$ cat src/design/sss_defines.svh
// Register offsets, field positions, mode codes and counts of the serial port.
`ifndef SSS_DEFINES_SVH
`define SSS_DEFINES_SVH

`define SSS_OFF_CTRL      3'h0
`define SSS_OFF_STAT      3'h1
`define SSS_OFF_BUF       3'h2
`define SSS_OFF_ADDR      3'h3
`define SSS_OFF_IRQ       3'h4

`define SSS_CTRL_WRITE_COLLISION_FLAG     7
`define SSS_CTRL_OV       6
`define SSS_CTRL_EN       5
`define SSS_CTRL_CKP      4
`define SSS_STAT_SMP      7
`define SSS_STAT_CKE      6
`define SSS_STAT_STOP     4
`define SSS_STAT_START    3
`define SSS_STAT_BF       0
`define SSS_IRQ_FLAG      0
`define SSS_IRQ_IE        1
`define SSS_IRQ_SDOIN     2

`define SSS_REG_RST       8'h00

`define SSS_MODE_SPI_M4   4'h0
`define SSS_MODE_SPI_M16  4'h1
`define SSS_MODE_SPI_M64  4'h2
`define SSS_MODE_SPI_TMR  4'h3
`define SSS_MODE_SPI_SS   4'h4
`define SSS_MODE_SPI_NOSS 4'h5
`define SSS_MODE_I2C_S7   4'h6
`define SSS_MODE_I2C_S10  4'h7
`define SSS_MODE_I2C_MST  4'h8
`define SSS_MODE_I2C_FW   4'hB
`define SSS_MODE_I2C_S7I  4'hE
`define SSS_MODE_I2C_S10I 4'hF

`define SSS_HALF_DIV4     9'h002
`define SSS_HALF_DIV16    9'h008
`define SSS_HALF_DIV64    9'h020
`define SSS_LAST_BIT      4'h7
`define SSS_LAST_TOGGLE   5'h0F

`endif

$ cat src/design/sss_pkg.sv
// Types and mode decoding shared by the serial port modules.
package sss_pkg;
  `include "sss_defines.svh"

  typedef enum logic {MS_IDLE, MS_RUN} sss_mst_e;
  typedef logic [7:0] sss_byte_t;

  function automatic logic sssIsSpiMaster(input logic [3:0] mode);
    sssIsSpiMaster = (mode <= `SSS_MODE_SPI_TMR);
  endfunction

  function automatic logic sssIsSpiSlave(input logic [3:0] mode);
    sssIsSpiSlave = (mode == `SSS_MODE_SPI_SS) || (mode == `SSS_MODE_SPI_NOSS);
  endfunction

  function automatic logic sssIsI2c(input logic [3:0] mode);
    sssIsI2c = (mode == `SSS_MODE_I2C_S7) || (mode == `SSS_MODE_I2C_S10) ||
               (mode == `SSS_MODE_I2C_MST) || (mode == `SSS_MODE_I2C_FW) ||
               (mode == `SSS_MODE_I2C_S7I) || (mode == `SSS_MODE_I2C_S10I);
  endfunction
endpackage

$ cat src/design/sss_pin_sync.sv
// Three-stage pin synchroniser whose output follows once stages two and three agree.
`timescale 1ns/1ps
module sss_pin_sync
  import sss_pkg::*;
(
  input  wire logic sys_clk,
  input  wire logic reset,
  input  wire logic pinIn,
  output logic      pinSync
);
  logic stage1_r;
  logic stage2_r;
  logic stage3_r;
  logic level_r;

  always_ff @(posedge sys_clk)
  begin
    if (reset)
    begin
      stage1_r <= 1'b0;
      stage2_r <= 1'b0;
      stage3_r <= 1'b0;
    end
    else
    begin
      stage1_r <= pinIn;
      stage2_r <= stage1_r;
      stage3_r <= stage2_r;
    end
  end

  always_ff @(posedge sys_clk)
  begin
    if (reset)
      level_r <= 1'b0;
    else if (stage2_r == stage3_r)
      level_r <= stage3_r;
  end

  assign pinSync = level_r;
endmodule

$ cat src/design/sss_clk_div.sv
// Half-period tick generator for the master serial clock.
`timescale 1ns/1ps
module sss_clk_div
  import sss_pkg::*;
(
  input  wire logic       sys_clk,
  input  wire logic       reset,
  input  wire logic       run,
  input  wire logic       useTimer,
  input  wire logic       timerTick,
  input  wire logic [8:0] halfPeriod,
  output logic            tick
);
  logic [8:0] count_r;
  logic       tick_r;

  // The count holds while run is low, so a frozen transfer resumes mid-bit.
  always_ff @(posedge sys_clk)
  begin
    if (reset)
    begin
      count_r <= 9'h000;
      tick_r  <= 1'b0;
    end
    else if (!run)
      tick_r <= 1'b0;
    else if (useTimer)
      tick_r <= timerTick;
    else if (count_r >= halfPeriod - 9'h001)
    begin
      count_r <= 9'h000;
      tick_r  <= 1'b1;
    end
    else
    begin
      count_r <= count_r + 9'h001;
      tick_r  <= 1'b0;
    end
  end

  assign tick = tick_r;
endmodule

$ cat src/design/sss_port.sv
// Synchronous serial port: SPI master and slave with select, and I2C byte shifting.
//
// Summary of operation
// - Select sync only in slave-with-select mode.
// - Select low enables shifting and drives output.
// - Select high floats data output after the select sync delay.
// - Select high resets port in select mode.
// - Port reset zeroes the bit counter.
// - Output configured as input never transmits.
// - Master transfer freezes during sleep, resumes.
// - Slave shifting follows only external clock.
// - Eighth slave bit sets flag, may wake.
// - Master completion raises interrupt, may wake.
// - Device reset disables port, aborts transfer.
// - SPI modes map onto polarity and edge.
// - Status: two RW bits, six read-only.
// - Address register: own address or reload; only the I2C master reload is used.
// - I2C receive moves byte to buffer.
// - I2C buffer write loads shift register too.
// - Status bit seven selects slew control.
// - Status bit six enables SMBus thresholds.
// - I2C modes, addressing, start/stop interrupts; slave modes do no address match.
// - Mode field selects master divider or slave.
// - Polarity bit sets serial clock idle level.
`timescale 1ns/1ps
module sss_port
  import sss_pkg::*;
(
  input  wire logic       sys_clk,
  input  wire logic       reset,
  input  wire logic [2:0] regAddr,
  input  wire logic [7:0] regWrData,
  input  wire logic       regWrEn,
  input  wire logic       regRdEn,
  output logic      [7:0] regRdData,
  input  wire logic       sleepMode,
  input  wire logic       timerTick,
  input  wire logic       sckIn,
  output logic            sckOut,
  output logic            sckOe,
  input  wire logic       sdiIn,
  output logic            sdoOut,
  output logic            sdoOe,
  output logic            sdaOut,
  output logic            sdaOe,
  input  wire logic       slaveSelectN,
  output logic            portIntFlag,
  output logic            wakeRequest,
  output logic            slewCtrlEn,
  output logic            smbusThreshEn
);
  logic       ctrlWcol_r;
  logic       ctrlOv_r;
  logic       ctrlEn_r;
  logic       ctrlCkp_r;
  logic [3:0] ctrlMode_r;
  logic       statSmp_r;
  logic       statCke_r;
  logic       statStop_r;
  logic       statStart_r;
  logic       statBf_r;
  sss_byte_t  bufData_r;
  sss_byte_t  addrReload_r;
  logic       intFlag_r;
  logic       intEnable_r;
  logic       sdoDirIn_r;
  sss_byte_t  shiftReg_r;
  logic [3:0] bitCnt_r;
  logic       lastSample_r;
  sss_mst_e   mstState_r;
  logic [4:0] toggleCnt_r;
  logic       sckLevel_r;
  logic       sckLevel_nxt;
  logic       i2cTx_r;
  logic       sckPrev_r;
  logic       sdiPrev_r;
  logic       sckOe_r;
  logic       sdoOe_r;
  logic       sdaOe_r;
  logic       wake_r;
  logic       slew_r;
  logic       smbus_r;
  sss_byte_t  rdData_r;

  logic       sckSync;
  logic       sdiSync;
  logic       ssSync;
  logic       divTick;
  logic [8:0] halfPeriod;
  logic       spiMaster;
  logic       spiSlave;
  logic       i2cOn;
  logic       i2cMaster;
  logic       anyMaster;
  logic       selectMode;
  logic       portReset;
  logic       slaveShiftOk;
  logic       ckpEff;
  logic       ckeEff;
  logic       mstRun;
  logic       masterToggle;
  logic       extEdge;
  logic       edgeAny;
  logic       prevLevel;
  logic       leadEdge;
  logic       trailEdge;
  logic       sampleEdge;
  logic       outEdge;
  logic       byteDone;
  logic       bufWrite;
  logic       bufRead;
  logic       busy;
  logic       wcolSet;
  logic       bufLoad;
  logic       rxStore;
  logic       ovSet;
  logic       startDet;
  logic       stopDet;
  logic       ssIntMode;
  logic       intSet;
  logic       ctrlWrite;
  logic       statWrite;
  logic       irqWrite;

  sss_pin_sync u_sck_sync (
    .sys_clk (sys_clk),
    .reset   (reset),
    .pinIn   (sckIn),
    .pinSync (sckSync)
  );

  sss_pin_sync u_sdi_sync (
    .sys_clk (sys_clk),
    .reset   (reset),
    .pinIn   (sdiIn),
    .pinSync (sdiSync)
  );

  sss_pin_sync u_ss_sync (
    .sys_clk (sys_clk),
    .reset   (reset),
    .pinIn   (slaveSelectN),
    .pinSync (ssSync)
  );

  // Master bit clock: system clock by 4, 16 or 64, timer, or I2C reload.
  always_comb
  begin
    case (ctrlMode_r)
      `SSS_MODE_SPI_M4:  halfPeriod = `SSS_HALF_DIV4;
      `SSS_MODE_SPI_M16: halfPeriod = `SSS_HALF_DIV16;
      `SSS_MODE_SPI_M64: halfPeriod = `SSS_HALF_DIV64;
      `SSS_MODE_I2C_MST: halfPeriod = {1'b0, addrReload_r[6:0], 1'b0} + `SSS_HALF_DIV4;
      default:           halfPeriod = `SSS_HALF_DIV4;
    endcase
  end

  sss_clk_div u_clk_div (
    .sys_clk    (sys_clk),
    .reset      (reset),
    .run        (mstRun && !sleepMode),
    .useTimer   (ctrlMode_r == `SSS_MODE_SPI_TMR),
    .timerTick  (timerTick),
    .halfPeriod (halfPeriod),
    .tick       (divTick)
  );

  assign spiMaster    = ctrlEn_r && sssIsSpiMaster(ctrlMode_r);
  assign spiSlave     = ctrlEn_r && sssIsSpiSlave(ctrlMode_r);
  assign i2cOn        = ctrlEn_r && sssIsI2c(ctrlMode_r);
  assign i2cMaster    = ctrlEn_r && (ctrlMode_r == `SSS_MODE_I2C_MST);
  assign anyMaster    = spiMaster || i2cMaster;
  assign selectMode   = ctrlEn_r && (ctrlMode_r == `SSS_MODE_SPI_SS);
  assign portReset    = !ctrlEn_r || (selectMode && ssSync);
  assign slaveShiftOk = spiSlave && (!selectMode || !ssSync);
  assign ckpEff       = i2cOn ? 1'b0 : ctrlCkp_r;
  assign ckeEff       = i2cOn ? 1'b1 : statCke_r;
  assign mstRun       = (mstState_r == MS_RUN);

  // Edges come from the divider in master modes (halted in sleep) or from the pin.
  assign masterToggle = divTick && mstRun && !sleepMode;
  assign extEdge      = (slaveShiftOk || (i2cOn && !i2cMaster)) && (sckSync != sckPrev_r);
  assign edgeAny      = masterToggle || extEdge;
  assign prevLevel    = masterToggle ? sckLevel_r : sckPrev_r;
  assign leadEdge     = edgeAny && (prevLevel == ckpEff);
  assign trailEdge    = edgeAny && (prevLevel != ckpEff);
  // Edge bit set samples on the leading edge, clear samples on the trailing edge.
  assign sampleEdge   = (ckeEff ? leadEdge : trailEdge) && !portReset;
  assign outEdge      = (ckeEff ? trailEdge : leadEdge) && !portReset;
  assign byteDone     = sampleEdge && (bitCnt_r == `SSS_LAST_BIT);

  assign bufWrite  = regWrEn && (regAddr == `SSS_OFF_BUF);
  assign bufRead   = regRdEn && (regAddr == `SSS_OFF_BUF);
  assign ctrlWrite = regWrEn && (regAddr == `SSS_OFF_CTRL);
  assign statWrite = regWrEn && (regAddr == `SSS_OFF_STAT);
  assign irqWrite  = regWrEn && (regAddr == `SSS_OFF_IRQ);
  assign busy      = mstRun || (bitCnt_r != 4'h0) || i2cTx_r;
  assign wcolSet   = bufWrite && ctrlEn_r && busy;
  assign bufLoad   = bufWrite && !wcolSet;
  assign rxStore   = byteDone && !i2cTx_r;
  assign ovSet     = rxStore && statBf_r && !bufRead;

  assign startDet  = i2cOn && sckSync && sckPrev_r && sdiPrev_r && !sdiSync;
  assign stopDet   = i2cOn && sckSync && sckPrev_r && !sdiPrev_r && sdiSync;
  assign ssIntMode = (ctrlMode_r == `SSS_MODE_I2C_S7I) || (ctrlMode_r == `SSS_MODE_I2C_S10I);
  assign intSet    = byteDone || (ssIntMode && (startDet || stopDet));

  always_ff @(posedge sys_clk)
  begin
    if (reset)
    begin
      sckPrev_r <= 1'b0;
      sdiPrev_r <= 1'b0;
    end
    else
    begin
      sckPrev_r <= sckSync;
      sdiPrev_r <= sdiSync;
    end
  end

  // Control register; hardware-set flags win over a software write in the same cycle.
  always_ff @(posedge sys_clk)
  begin
    if (reset)
    begin
      ctrlWcol_r <= 1'b0;
      ctrlOv_r   <= 1'b0;
      ctrlEn_r   <= 1'b0;
      ctrlCkp_r  <= 1'b0;
      ctrlMode_r <= `SSS_MODE_SPI_M4;
    end
    else
    begin
      if (wcolSet)
        ctrlWcol_r <= 1'b1;
      else if (ctrlWrite)
        ctrlWcol_r <= regWrData[`SSS_CTRL_WRITE_COLLISION_FLAG];
      if (ovSet)
        ctrlOv_r <= 1'b1;
      else if (ctrlWrite)
        ctrlOv_r <= regWrData[`SSS_CTRL_OV];
      if (ctrlWrite)
      begin
        ctrlEn_r   <= regWrData[`SSS_CTRL_EN];
        ctrlCkp_r  <= regWrData[`SSS_CTRL_CKP];
        ctrlMode_r <= regWrData[3:0];
      end
    end
  end

  // Status: only the two top bits are writable.
  always_ff @(posedge sys_clk)
  begin
    if (reset)
    begin
      statSmp_r <= 1'b0;
      statCke_r <= 1'b0;
    end
    else if (statWrite)
    begin
      statSmp_r <= regWrData[`SSS_STAT_SMP];
      statCke_r <= regWrData[`SSS_STAT_CKE];
    end
  end

  always_ff @(posedge sys_clk)
  begin
    if (reset || !i2cOn)
    begin
      statStart_r <= 1'b0;
      statStop_r  <= 1'b0;
    end
    else if (startDet)
    begin
      statStart_r <= 1'b1;
      statStop_r  <= 1'b0;
    end
    else if (stopDet)
    begin
      statStart_r <= 1'b0;
      statStop_r  <= 1'b1;
    end
  end

  // Buffer full: set by an arriving byte or an I2C transmit load, cleared by a read.
  // A byte that completes in the cycle of a buffer read wins, so it is not lost unflagged.
  always_ff @(posedge sys_clk)
  begin
    if (reset || !ctrlEn_r)
      statBf_r <= 1'b0;
    else if (rxStore || (bufLoad && i2cOn))
      statBf_r <= 1'b1;
    else if (bufRead || (byteDone && i2cTx_r))
      statBf_r <= 1'b0;
  end

  // A byte arriving while the buffer is still full is dropped and flagged as overflow.
  always_ff @(posedge sys_clk)
  begin
    if (reset)
      bufData_r <= `SSS_REG_RST;
    else if (bufLoad)
      bufData_r <= regWrData;
    else if (rxStore && !ovSet)
      bufData_r <= {shiftReg_r[6:0], sdiSync};
  end

  always_ff @(posedge sys_clk)
  begin
    if (reset)
      addrReload_r <= `SSS_REG_RST;
    else if (regWrEn && (regAddr == `SSS_OFF_ADDR))
      addrReload_r <= regWrData;
  end

  always_ff @(posedge sys_clk)
  begin
    if (reset)
    begin
      intFlag_r   <= 1'b0;
      intEnable_r <= 1'b0;
      sdoDirIn_r  <= 1'b0;
    end
    else
    begin
      if (intSet)
        intFlag_r <= 1'b1;
      else if (irqWrite)
        intFlag_r <= regWrData[`SSS_IRQ_FLAG];
      if (irqWrite)
      begin
        intEnable_r <= regWrData[`SSS_IRQ_IE];
        sdoDirIn_r  <= regWrData[`SSS_IRQ_SDOIN];
      end
    end
  end

  // Shift register: the out edge shifts in the bit caught at the previous sample.
  always_ff @(posedge sys_clk)
  begin
    if (reset)
      shiftReg_r <= `SSS_REG_RST;
    else if (bufLoad)
      shiftReg_r <= regWrData;
    else if (byteDone)
      shiftReg_r <= {shiftReg_r[6:0], sdiSync};
    else if (outEdge && (bitCnt_r != 4'h0))
      shiftReg_r <= {shiftReg_r[6:0], lastSample_r};
  end

  always_ff @(posedge sys_clk)
  begin
    if (reset || portReset || startDet || byteDone)
      bitCnt_r <= 4'h0;
    else if (sampleEdge)
      bitCnt_r <= bitCnt_r + 4'h1;
  end

  always_ff @(posedge sys_clk)
  begin
    if (reset)
      lastSample_r <= 1'b0;
    else if (sampleEdge)
      lastSample_r <= sdiSync;
  end

  // Master sequencer: sixteen clock toggles per byte, started by a buffer write.
  always_ff @(posedge sys_clk)
  begin
    if (reset || portReset)
    begin
      mstState_r  <= MS_IDLE;
      toggleCnt_r <= 5'h00;
    end
    else
    begin
      case (mstState_r)
        MS_IDLE:
        begin
          toggleCnt_r <= 5'h00;
          if (bufLoad && anyMaster)
            mstState_r <= MS_RUN;
        end
        MS_RUN:
        begin
          if (masterToggle)
          begin
            toggleCnt_r <= toggleCnt_r + 5'h01;
            if (toggleCnt_r == `SSS_LAST_TOGGLE)
              mstState_r <= MS_IDLE;
          end
        end
        default:
          mstState_r <= MS_IDLE;
      endcase
    end
  end

  always_comb
  begin
    sckLevel_nxt = sckLevel_r;
    if (!mstRun)
      sckLevel_nxt = ckpEff;
    else if (masterToggle)
      sckLevel_nxt = !sckLevel_r;
  end

  always_ff @(posedge sys_clk)
  begin
    if (reset)
      sckLevel_r <= 1'b0;
    else
      sckLevel_r <= sckLevel_nxt;
  end

  always_ff @(posedge sys_clk)
  begin
    if (reset || portReset)
      i2cTx_r <= 1'b0;
    else if (bufLoad && i2cOn)
      i2cTx_r <= 1'b1;
    else if (byteDone)
      i2cTx_r <= 1'b0;
  end

  // Pin drivers.
  always_ff @(posedge sys_clk)
  begin
    if (reset)
    begin
      sckOe_r <= 1'b0;
      sdoOe_r <= 1'b0;
      sdaOe_r <= 1'b0;
    end
    else
    begin
      sckOe_r <= spiMaster || (i2cMaster && mstRun && !sckLevel_nxt);
      sdoOe_r <= !sdoDirIn_r && !portReset && (spiMaster || slaveShiftOk);
      sdaOe_r <= i2cOn && i2cTx_r && !shiftReg_r[7];
    end
  end

  always_ff @(posedge sys_clk)
  begin
    if (reset)
    begin
      wake_r  <= 1'b0;
      slew_r  <= 1'b0;
      smbus_r <= 1'b0;
    end
    else
    begin
      wake_r  <= intFlag_r && intEnable_r;
      slew_r  <= i2cOn && !statSmp_r;
      smbus_r <= i2cOn && statCke_r;
    end
  end

  // Read data stand only in the cycle after the strobe.
  always_ff @(posedge sys_clk)
  begin
    if (reset || !regRdEn)
      rdData_r <= `SSS_REG_RST;
    else
    begin
      case (regAddr)
        `SSS_OFF_CTRL: rdData_r <= {ctrlWcol_r, ctrlOv_r, ctrlEn_r, ctrlCkp_r, ctrlMode_r};
        `SSS_OFF_STAT: rdData_r <= {statSmp_r, statCke_r, 1'b0, statStop_r, statStart_r,
                                    2'b00, statBf_r};
        `SSS_OFF_BUF:  rdData_r <= bufData_r;
        `SSS_OFF_ADDR: rdData_r <= addrReload_r;
        `SSS_OFF_IRQ:  rdData_r <= {5'h00, sdoDirIn_r, intEnable_r, intFlag_r};
        default:       rdData_r <= `SSS_REG_RST;
      endcase
    end
  end

  assign regRdData     = rdData_r;
  assign sckOut        = sckLevel_r;
  assign sckOe         = sckOe_r;
  assign sdoOut        = shiftReg_r[7];
  assign sdoOe         = sdoOe_r;
  assign sdaOut        = 1'b0;
  assign sdaOe         = sdaOe_r;
  assign portIntFlag   = intFlag_r;
  assign wakeRequest   = wake_r;
  assign slewCtrlEn    = slew_r;
  assign smbusThreshEn = smbus_r;
endmodule

$ cat config.mk
export PLATFORM = sky130hd
export DESIGN_NAME = sss_port
export DESIGN_NICKNAME = d
export VERILOG_FILES = /design/src/design/sss_pkg.sv /design/src/design/sss_pin_sync.sv /design/src/design/sss_clk_div.sv /design/src/design/sss_port.sv
export VERILOG_INCLUDE_DIRS = /design/src /design/src/design
export SDC_FILE = /design/constraint.sdc
export NUM_CORES = 1
export LEC_CHECK = 0
export ABC_AREA = 1
export BUFFER_PORTS_ARGS = -buffer_cell sky130_fd_sc_hd__buf_2
export CORE_MARGIN = 2
export CORE_UTILIZATION = 50
export DETAILED_ROUTE_END_ITERATION = 6
export PLACE_DENSITY = 0.69
export SYNTH_ARGS = -nofsm -noshare
export SYNTH_HDL_FRONTEND = slang
export SYNTH_HIERARCHICAL = 1
export SYNTH_SLANG_ARGS = --single-unit
$ cat constraint.sdc
create_clock -name sys_clk -period 5.6 [get_ports sys_clk]
set_input_delay 1.12 -clock sys_clk [delete_from_list [all_inputs] [get_ports sys_clk]]
set_output_delay 1.12 -clock sys_clk [all_outputs]
set_load 0.02 [all_outputs]
== Word-level counts from Yosys, hierarchy flattened ==
Index checks and enable logic that the tools add are counted.
Word-level totals
  input port bits: 20
  flip-flop bits (word level): 91
  output and inout port bits: 18
  logic and storage cells: 222
Operators by class
  equality and inequality tests: 24
  bitwise logic cells: 3
  $lt $le $gt $ge: 2
  muxes and demuxes: 35
  reductions and logical operators: 108
  add/sub/neg operators: 5
Operators by type and width (count)
  logical AND 1 bit: 50
  two-way mux 8 bit: 5
  case mux 8 bit (5 select lines): 1
  case mux 9 bit (3 select lines): 1
  logical OR 1 bit: 26
  two-way mux 1 bit: 24
  equality test 4 x 3 -> 1 bit (second input constant): 5
  logical NOT 1 bit: 19
  equality test 4 bit (second input constant): 4
  nonzero test 2 bit: 7
  case mux 5 bit (2 select lines): 1
  adder 8 x 2 -> 9 bit (second input constant): 1
  adder 9 x 1 -> 9 bit (second input constant): 1
  >= comparator 9 bit: 1
  two-way mux 9 bit: 1
  subtractor 9 x 1 -> 9 bit (second input constant): 1
  equality test 4 x 2 -> 1 bit (second input constant): 2
  equality test 3 x 2 -> 1 bit (second input constant): 2
  adder 5 x 1 -> 5 bit (second input constant): 1
  equality test 5 x 4 -> 1 bit (second input constant): 1
  two-way mux 5 bit: 1
  adder 4 x 1 -> 4 bit (second input constant): 1
  equality test 1 bit: 4
  equality test 4 x 1 -> 1 bit (second input constant): 1
  12 further kinds: 16

== Logic depth before layout (Yosys ltp) ==
Gate-level depths: netlist of the first run.
  depth after elaboration: 22
  depth in mapped cells: 22
  depth with buffers taken out: 22

== Hierarchy ==
Netlist of the first run, hierarchy kept.
Modules (own cells, without submodules)
  sss_port: times used 1, area each 3375.7 um^2, seq. area each 1381.3 um^2, cells an instance 464
  sss_clk_div: times used 1, area each 840.8 um^2, seq. area each 200.2 um^2, cells an instance 122
  sss_pin_sync: times used 3, area each 121.4 um^2, seq. area each 80.1 um^2, cells an instance 13

== Worst setup path before layout of the first run ==
OpenSTA, ideal clock, no wires.
  path type: reg2reg
  start: register ctrlMode_r[3]
  end: register u_clk_div.count_r[4]
  required time: 5.483 ns
  setup slack: 2.951 ns
  setup time: 0.117 ns
  buffers on the path: 0
  stages on the path, launching flop included: 23
  clock period less this slack: 2.649 ns
  arrival time: 2.532 ns
  path through: dfxtp_1 inv_2 nor2_2 nand2_2 o21ai_0 o21ai_0 inv_1 ha_1 nand2_1 nor2_1 nand3b_1 nor3_2 xnor2_1 ha_1 nand2_1 nor2_1 nand2_1 nor2_1 nor2_1 nand2_1 nand2_1 nand2_2 nor2_1
Between the ends
  word-level cells in the longest chain between the ends: 5
  elaborated cells on any way between the ends: 10
  those cells by class: add/sub (1); order compare (1); eq/ne (4); mux (2); bitwise (1); reduce/logical (1)
Ends and longest elaborated chain
  start, declared: line sss_port.sv:56  | logic [3:0] ctrlMode_r;
  start signal, assigned: line sss_port.sv:231  | ctrlMode_r <= `SSS_MODE_SPI_M4;
  start signal, assigned: line sss_port.sv:247  | ctrlMode_r <= regWrData[3:0];
  equality test 4 bit (tied with other cells): line sss_port.sv:149  | case (ctrlMode_r)
  case mux 9 bit (3 select lines) (*): line sss_port.sv:149
  net halfPeriod[1]: line sss_port.sv:89  | logic [8:0] halfPeriod;
  subtractor 9 x 1 -> 9 bit (*): line sss_clk_div.sv:29  | else if (count_r >= halfPeriod - 9'h001)
  >= comparator 9 bit (*): line sss_clk_div.sv:29
  two-way mux 9 bit (*): line sss_clk_div.sv:29
  end signal, assigned: line sss_clk_div.sv:36  | count_r <= count_r + 9'h001;
  end, declared: line sss_clk_div.sv:14  | logic [8:0] count_r;
The timed path passes the listed nets; every way through them passes the cells marked *.
A chain may end at the register's enable or synchronous reset.

== Final worst setup path of the first run ==
Same ends and word-level chain as after synthesis.

==> results of run 1 <==
==> where the power goes <==
group / switching (µW) / total (µW) / internal (µW) / leakage [µW]
clock network: 238 / 502 / 265 / 0.000117
registers: 7.99 / 665 / 657 / 0.000736
logic: 64.2 / 94.7 / 30.5 / 0.00144
==> layer usage <==
layer | routed length (µm) | GRT usage, % | vias up
met5 | 0 | 0 | -
met4 | 78 | 5.06 | 0
met3 | 478 | 4.57 | 5
met2 | 5010 | 37.2 | 82
met1 | 5020 | 29.0 | 1854
li1 | - | - | 2084
==> worst max-delay path: cells and delay by family (launching register included) <==
family	cells	cell delay [ns]
adders and majority gates	2	0.47
buffers and inverters	2	0.13
DFF	1	0.39
and+or+nand+nor	15	1.60
AOI/OAI and AO/OA	2	0.22
xor gates and xnor gates	1	0.08
==> cells in the final DEF (no fill, tap or decap), types with 3 or more instances in the layout <==
cell type	n
nand4_1	5
xnor2_1	5
a21oi_2	6
nor3b_1	3
nand2_1	105
mux2i_1	5
dfxtp_1	91
nand2_2	17
o21bai_1	3
o21ai_0	31
inv_2	9
ha_1	16
buf_2	36
nand3_1	26
nor2_2	8
nor3_1	15
inv_1	94
a221oi_1	9
nand2_4	4
nor2_1	78
o22ai_1	8
xor2_1	8
clkbuf_8	10
a21oi_1	42
==> stage by stage <==
| step | hold WS, ns | cells | area (µm²) | setup slack, ns | utilization (%) |
|---|---|---|---|---|---|
| global placement | 0.391 | 760 | 4860 | 2.55 | 55.2 |
| floorplan | 0.388 | 626 | 4580 | 2.95 | - |
| global route | 0.422 | 776 | 5080 | 2.11 | 57.7 |
| finish | 0.409 | 776 | 5080 | 2.58 | 57.7 |
| CTS | 0.414 | 776 | 5080 | 2.56 | 57.7 |
| detailed placement | 0.399 | 760 | 4860 | 2.49 | 55.2 |
==> logic make-up (layout without fill, tap and decap cells) <==
| logic type | after synthesis | count (layout) | share of synthesized area, % |
|---|---|---|---|
| AOI/OAI and AO/OA | 112 | 112 | 14.6 |
| xor gates and xnor gates | 13 | 13 | 2.49 |
| adders and majority gates | 16 | 16 | 4.37 |
| buffers and inverters | 114 | 156 | 9.48 |
| DFF | 91 | 91 | 39.8 |
| muxes | 5 | 5 | 1.09 |
| other | 1 | 2 | 0.0819 |
| and+or+nand+nor | 273 | 273 | 28.1 |
==> final timing paths <==
path / endpoint / cells after the start / start / slack (ns)
setup / recovery: u_clk_div/count_r[4] / 22 / ctrlMode_r[3] / 2.58
hold / removal: u_sdi_sync/stage2_r / 2 / u_sdi_sync/stage1_r / 0.41
setup reg to reg: u_clk_div/count_r[4] / 22 / ctrlMode_r[3] / 2.58
hold reg to reg: u_sdi_sync/stage2_r / 2 / u_sdi_sync/stage1_r / 0.41
==> synth_stat cells (all sizes together) <==
cell type	count	area [µm²]
a31o	1	8.76
buf	3	15.0
nand2	126	546
o21a	1	7.51
xor2	8	70.1
o21bai	3	22.5
a211oi	2	15.0
a41oi	1	8.76
nor2	89	385
o31ai	1	7.51
o22ai	8	50.1
dfxtp	91	1820
or2	2	12.5
mux2i	5	50.1
o211a	1	10.0
inv	104	393
nor3	17	95.1
o21ai	33	165
o211ai	1	7.51
a221oi	9	78.8
conb	1	3.75
xnor2	5	43.8
a21o	1	7.51
nand3b	1	7.51
nand4	6	52.6
o32ai	1	8.76
clkbuf	7	26.3
nor3b	3	22.5
nand3	29	168
a21oi	48	263
ha	16	200
a22oi	1	7.51
==> area by class of cell <==
class,count,area (µm²)
fillers,856,3720
clock inverters,6,87.6
clock buffers,10,138
multi-input cells,421,2330
inverters,104,393
repair buffers,36,180
flip-flops and latches,91,1820
well taps,108,135
==> registers in the layout, summed over array words and instances (netlist names), 4 cells and up <==
register	flops
u_clk_div/count_r	9
addrReload_r	8
bufData_r	8
regRdData	8
shiftReg_r	8
toggleCnt_r	5
bitCnt_r	4
ctrlMode_r	4
==> results.ini, run 1 <==
[outcome]
status=finished, final reports clean

[setup_path]
worstPathCellList=inv_2 -> nor2_2 -> nand2_2 -> o21ai_0 -> o21ai_0 -> inv_1 -> ha_1 -> nand2_1 -> nor2_1 -> nand3b_1 -> nor3_2 -> xnor2_1 -> ha_1 -> nand2_1 -> nor2_1 -> nand2_1 -> nor2_1 -> nor2_1 -> nand2_1 -> nand2_1 -> nand2_2 -> nor2_1
worst_ep_required_time_ns=5.85
cp.arrival_ns=3.27
path_max_fanout=10
cp-start-kind=register
critical_path.slowest_cell=dfxtp_1
critical_path_class=register to register
slowest_delay_ns=0.39
cp-end-kind=register

[routing]
postRouteAntennaNets=0
viasPerCell=5.19
drcViolationCount=0
dr.pass1.iters=5
drt_iter0_drc=282
drt-total-wl_mm=10.6
vias=4025
wl_per_cell_um=13.6

[die]
die_w_um=99.7
rows=34
die_h_um=99.7
die_area_um2=9940
ios=38
core_area_um2=8810
initial_core_util_pct=52.0

[sta]
maxSlewHeadroom_pct=47.1
fin_tns_setup_ns=0
finClkSkew_ns=0.00899
fin_crit_ns=3.02
slew_viol_final=0
hold_viol_final=0
fin_crit_sh_pct=54.0
tightest_slew_ns=0.793
setup_viol=0
rsz0062_at_grt=false
fmaxAchievable_mhz=331

[yosys]
synth-seq-cells=91
ys.warnings.count=6
yosysSeqAreaShare_pct=39.8
syn_inst=625
yosysUniqueCellTypes=47
syn_area_um2=4580
post_synth.cell_area_avg_um2=7.33

[hold_path]
hold_path.class=register to register

[place]
place_hpwl_mm=7.95
place.gp.congestion=0.943
port_buffers=36

[clocking]
htree_levels=3
clockRootBuffer=clkbuf_8
cts_resized=0
cts_num_sinks=91
clk_pin_slew_ns=0.09
cts_setup_buffers=0
clk_path_buf_depth=2
clk_latency_ns=0.36
hold_buffers=0
cts_tree=done
numCtsBuffers=9

[grt]
track_usage_pct=22.0
grt_max_degree=33
grt_pass1_wl_mm=17.5
antenna_found_initial=0
grt_pass1_vias=3707
gr-total-overflow=0

[cells_and_area]
drive_gt1_share_pct=16.2
syn2layout_area_growth_pct=11.0
layout.nets=699
insertedDiodeCount=0

[pwr]
p_leak_uw=0.00229
ir_drop_mv=0.122
p_per_area_nw_per_um2=248
p_total_uw=1260

[job]
max-cap-violations=0

No activity file was read; power rests on OpenSTA's default activity.
==> inputs of run 2 (changes only) <==
==> constraint.sdc (replaced) <==
create_clock -name sys_clk -period 3.2 [get_ports sys_clk]
set_input_delay 0.64 -clock sys_clk [delete_from_list [all_inputs] [get_ports sys_clk]]
set_output_delay 0.64 -clock sys_clk [all_outputs]
set_load 0.02 [all_outputs]
==> run 2 against run 1 <==
Compared with the run above: final area rose by 0.54%; power up 69%; via count grew 0.94%; utilization is 0.31 points higher; clock skew is 0.0038 ns higher; setup slack got worse by 2.2 ns; register-to-register slack worse by 2.2 ns; worst hold slack is essentially flat; cell count up 0.52%; maximum frequency rose by 6.6%.
==> results.ini, run 2 (same netlist as run 1, synthesis figures left out) <==
[die]
initial_core_util_pct=52.0  ; unchanged
rows=34  ; unchanged
die_h_um=99.7  ; unchanged
core_area_um2=8810  ; unchanged
die_w_um=99.7  ; unchanged
die_area_um2=9940  ; unchanged
ios=38  ; unchanged

[pwr]
p_per_area_nw_per_um2=418  ; +69%
p_leak_uw=0.00229  ; +0.11%
ir_drop_mv=0.236  ; +93%

[sta]
hold_viol_final=0  ; unchanged
maxSlewHeadroom_pct=52.1  ; +5.0 points
fin_tns_setup_ns=0  ; unchanged
fin_crit_sh_pct=88.6  ; +35 points
finClkSkew_ns=0.0128  ; +0.00380 ns
setup_viol=0  ; unchanged
fin_crit_ns=2.84  ; -0.186 ns
setup_ws_ns=0.364  ; -2.21 ns
fmaxAchievable_mhz=353  ; +6.6%
rsz0062_at_grt=false
fin_hold_ws_ns=0.409  ; -0.000285 ns
tightest_slew_ns=0.712  ; -0.0802 ns
slew_viol_final=0  ; unchanged

[routing]
vias=4063  ; +0.94%
drt-total-wl_mm=10.6  ; -0.18%
wl_per_cell_um=13.5  ; -0.69%
drcViolationCount=0  ; unchanged
dr.pass1.iters=5  ; unchanged
drt_iter0_drc=180  ; -36%
postRouteAntennaNets=0  ; unchanged
viasPerCell=5.21  ; +0.43%

[grt]
track_usage_pct=22.4  ; +0.38 points
grt_max_degree=18  ; -45%
grt_pass1_wl_mm=17.9  ; +2.2%
grt_pass1_vias=3771  ; +1.7%
gr-total-overflow=0  ; unchanged
antenna_found_initial=0  ; unchanged

[clocking]
numCtsBuffers=9  ; unchanged
hold_buffers=0  ; unchanged
cts_setup_buffers=0  ; unchanged
cts_num_sinks=91  ; unchanged
clk_latency_ns=0.36  ; about the same
clockRootBuffer=clkbuf_8
clk_pin_slew_ns=0.09  ; about the same
clk_path_buf_depth=2  ; unchanged
cts_resized=0  ; unchanged
htree_levels=3  ; unchanged
cts_tree=done

[setup_path]
worstPathCellList=nor2_2 -> inv_1 -> o21ai_0 -> o21ai_0 -> inv_1 -> ha_1 -> nand2_1 -> nor2_1 -> nand3b_1 -> nor3_2 -> xnor2_1 -> ha_1 -> nand2_1 -> nor2_1 -> nand2_1 -> nor2_1 -> nor2_1 -> nand2_1 -> nand2_1 -> nand2_4 -> nor2_1
critical_path.slowest_cell=dfxtp_1
worst_ep_required_time_ns=3.45  ; -2.40 ns
path_max_fanout=9  ; -1
cp-end-kind=register
r2r_cells=21  ; -4.5%
critical_path_class=register to register
cp.arrival_ns=3.09  ; -0.18 ns
cp-start-kind=register
slowest_delay_ns=0.39  ; about the same

[cells_and_area]
fin_util_pct=58.0  ; +0.31 points
layout.nets=703  ; +0.57%
final_common_cell=nand2_1
insertedDiodeCount=0  ; unchanged
syn2layout_area_growth_pct=11.6
drive_gt1_share_pct=17.3  ; +1.1 points
layout_common_cells=105 x nand2_1, 94 x inv_1, 88 x dfxtp_1
largest_reg_flops=9  ; unchanged
regMostFlops=u_clk_div/count_r

[place]
place.gp.congestion=0.896  ; -4.9%
preCtsSetupSlack_ns=0.227  ; -2.26 ns
place_hpwl_mm=8.13  ; +2.3%
port_buffers=36  ; unchanged

[hold_path]
hold_path.class=register to register
holdPathStages=2  ; unchanged

[outcome]
status=finished, final reports clean

[job]
max-cap-violations=0  ; unchanged

run 2: stage by stage:
| stage | instances | instance area, µm² | power (µW) |
|---|---|---|---|
| after detailed placement | 764 | 4890 | 1360 |
| after global routing | 780 | 5110 | 2240 |
| after global placement | 764 | 4890 | 1350 |
| final | 780 | 5110 | 2140 |
| after floorplan | 626 | 4580 | 1300 |
| after CTS | 780 | 5090 | 2150 |
run 2: final timing paths:
check	start	endpoint	slack (ns)
max	ctrlMode_r[2]	u_clk_div/count_r[7]	0.36
min	u_sck_sync/stage1_r	u_sck_sync/stage2_r	0.41
max reg2reg	ctrlMode_r[2]	u_clk_div/count_r[7]	0.36
min reg2reg	u_sck_sync/stage1_r	u_sck_sync/stage2_r	0.41
run 2: cell type report:
class | count | area [µm²]
well taps | 108 | 135
multi-input cells | 421 | 2350
clock inverters | 6 | 71.3
fillers | 838 | 3690
inverters | 104 | 393
flip-flops and latches | 91 | 1830
clock buffers | 10 | 128
repair buffers | 40 | 210
run 2: report_power, final:
group          leakage, µW  internal, µW  switching (µW)  total [µW]
Combinational      0.00146          56.9             114         171
Clock            0.0000935           369             433         802
Sequential        0.000738          1150            14.9        1170
Total              0.00229          1580             562        2140
run 2: layer usage:
| layer | part of all wire [%] | vias up | global-route usage, % |
|---|---|---|---|
| met2 | 46 | 99 | 35.6 |
| met4 | 1.1 | 0 | 6.85 |
| met1 | 49 | 1855 | 31.2 |
| met5 | 0 | - | 0 |
| li1 | - | 2096 | - |
| met3 | 4.2 | 13 | 3.72 |
run 2: critical path: cells and delay by family, from the launching register on:
kind	cells	cell delay [ns]
compound gates	2	0.27
xor+xnor	1	0.09
fa+ha+maj	2	0.47
buf+inv	2	0.15
flops	1	0.39
simple gates	14	1.36
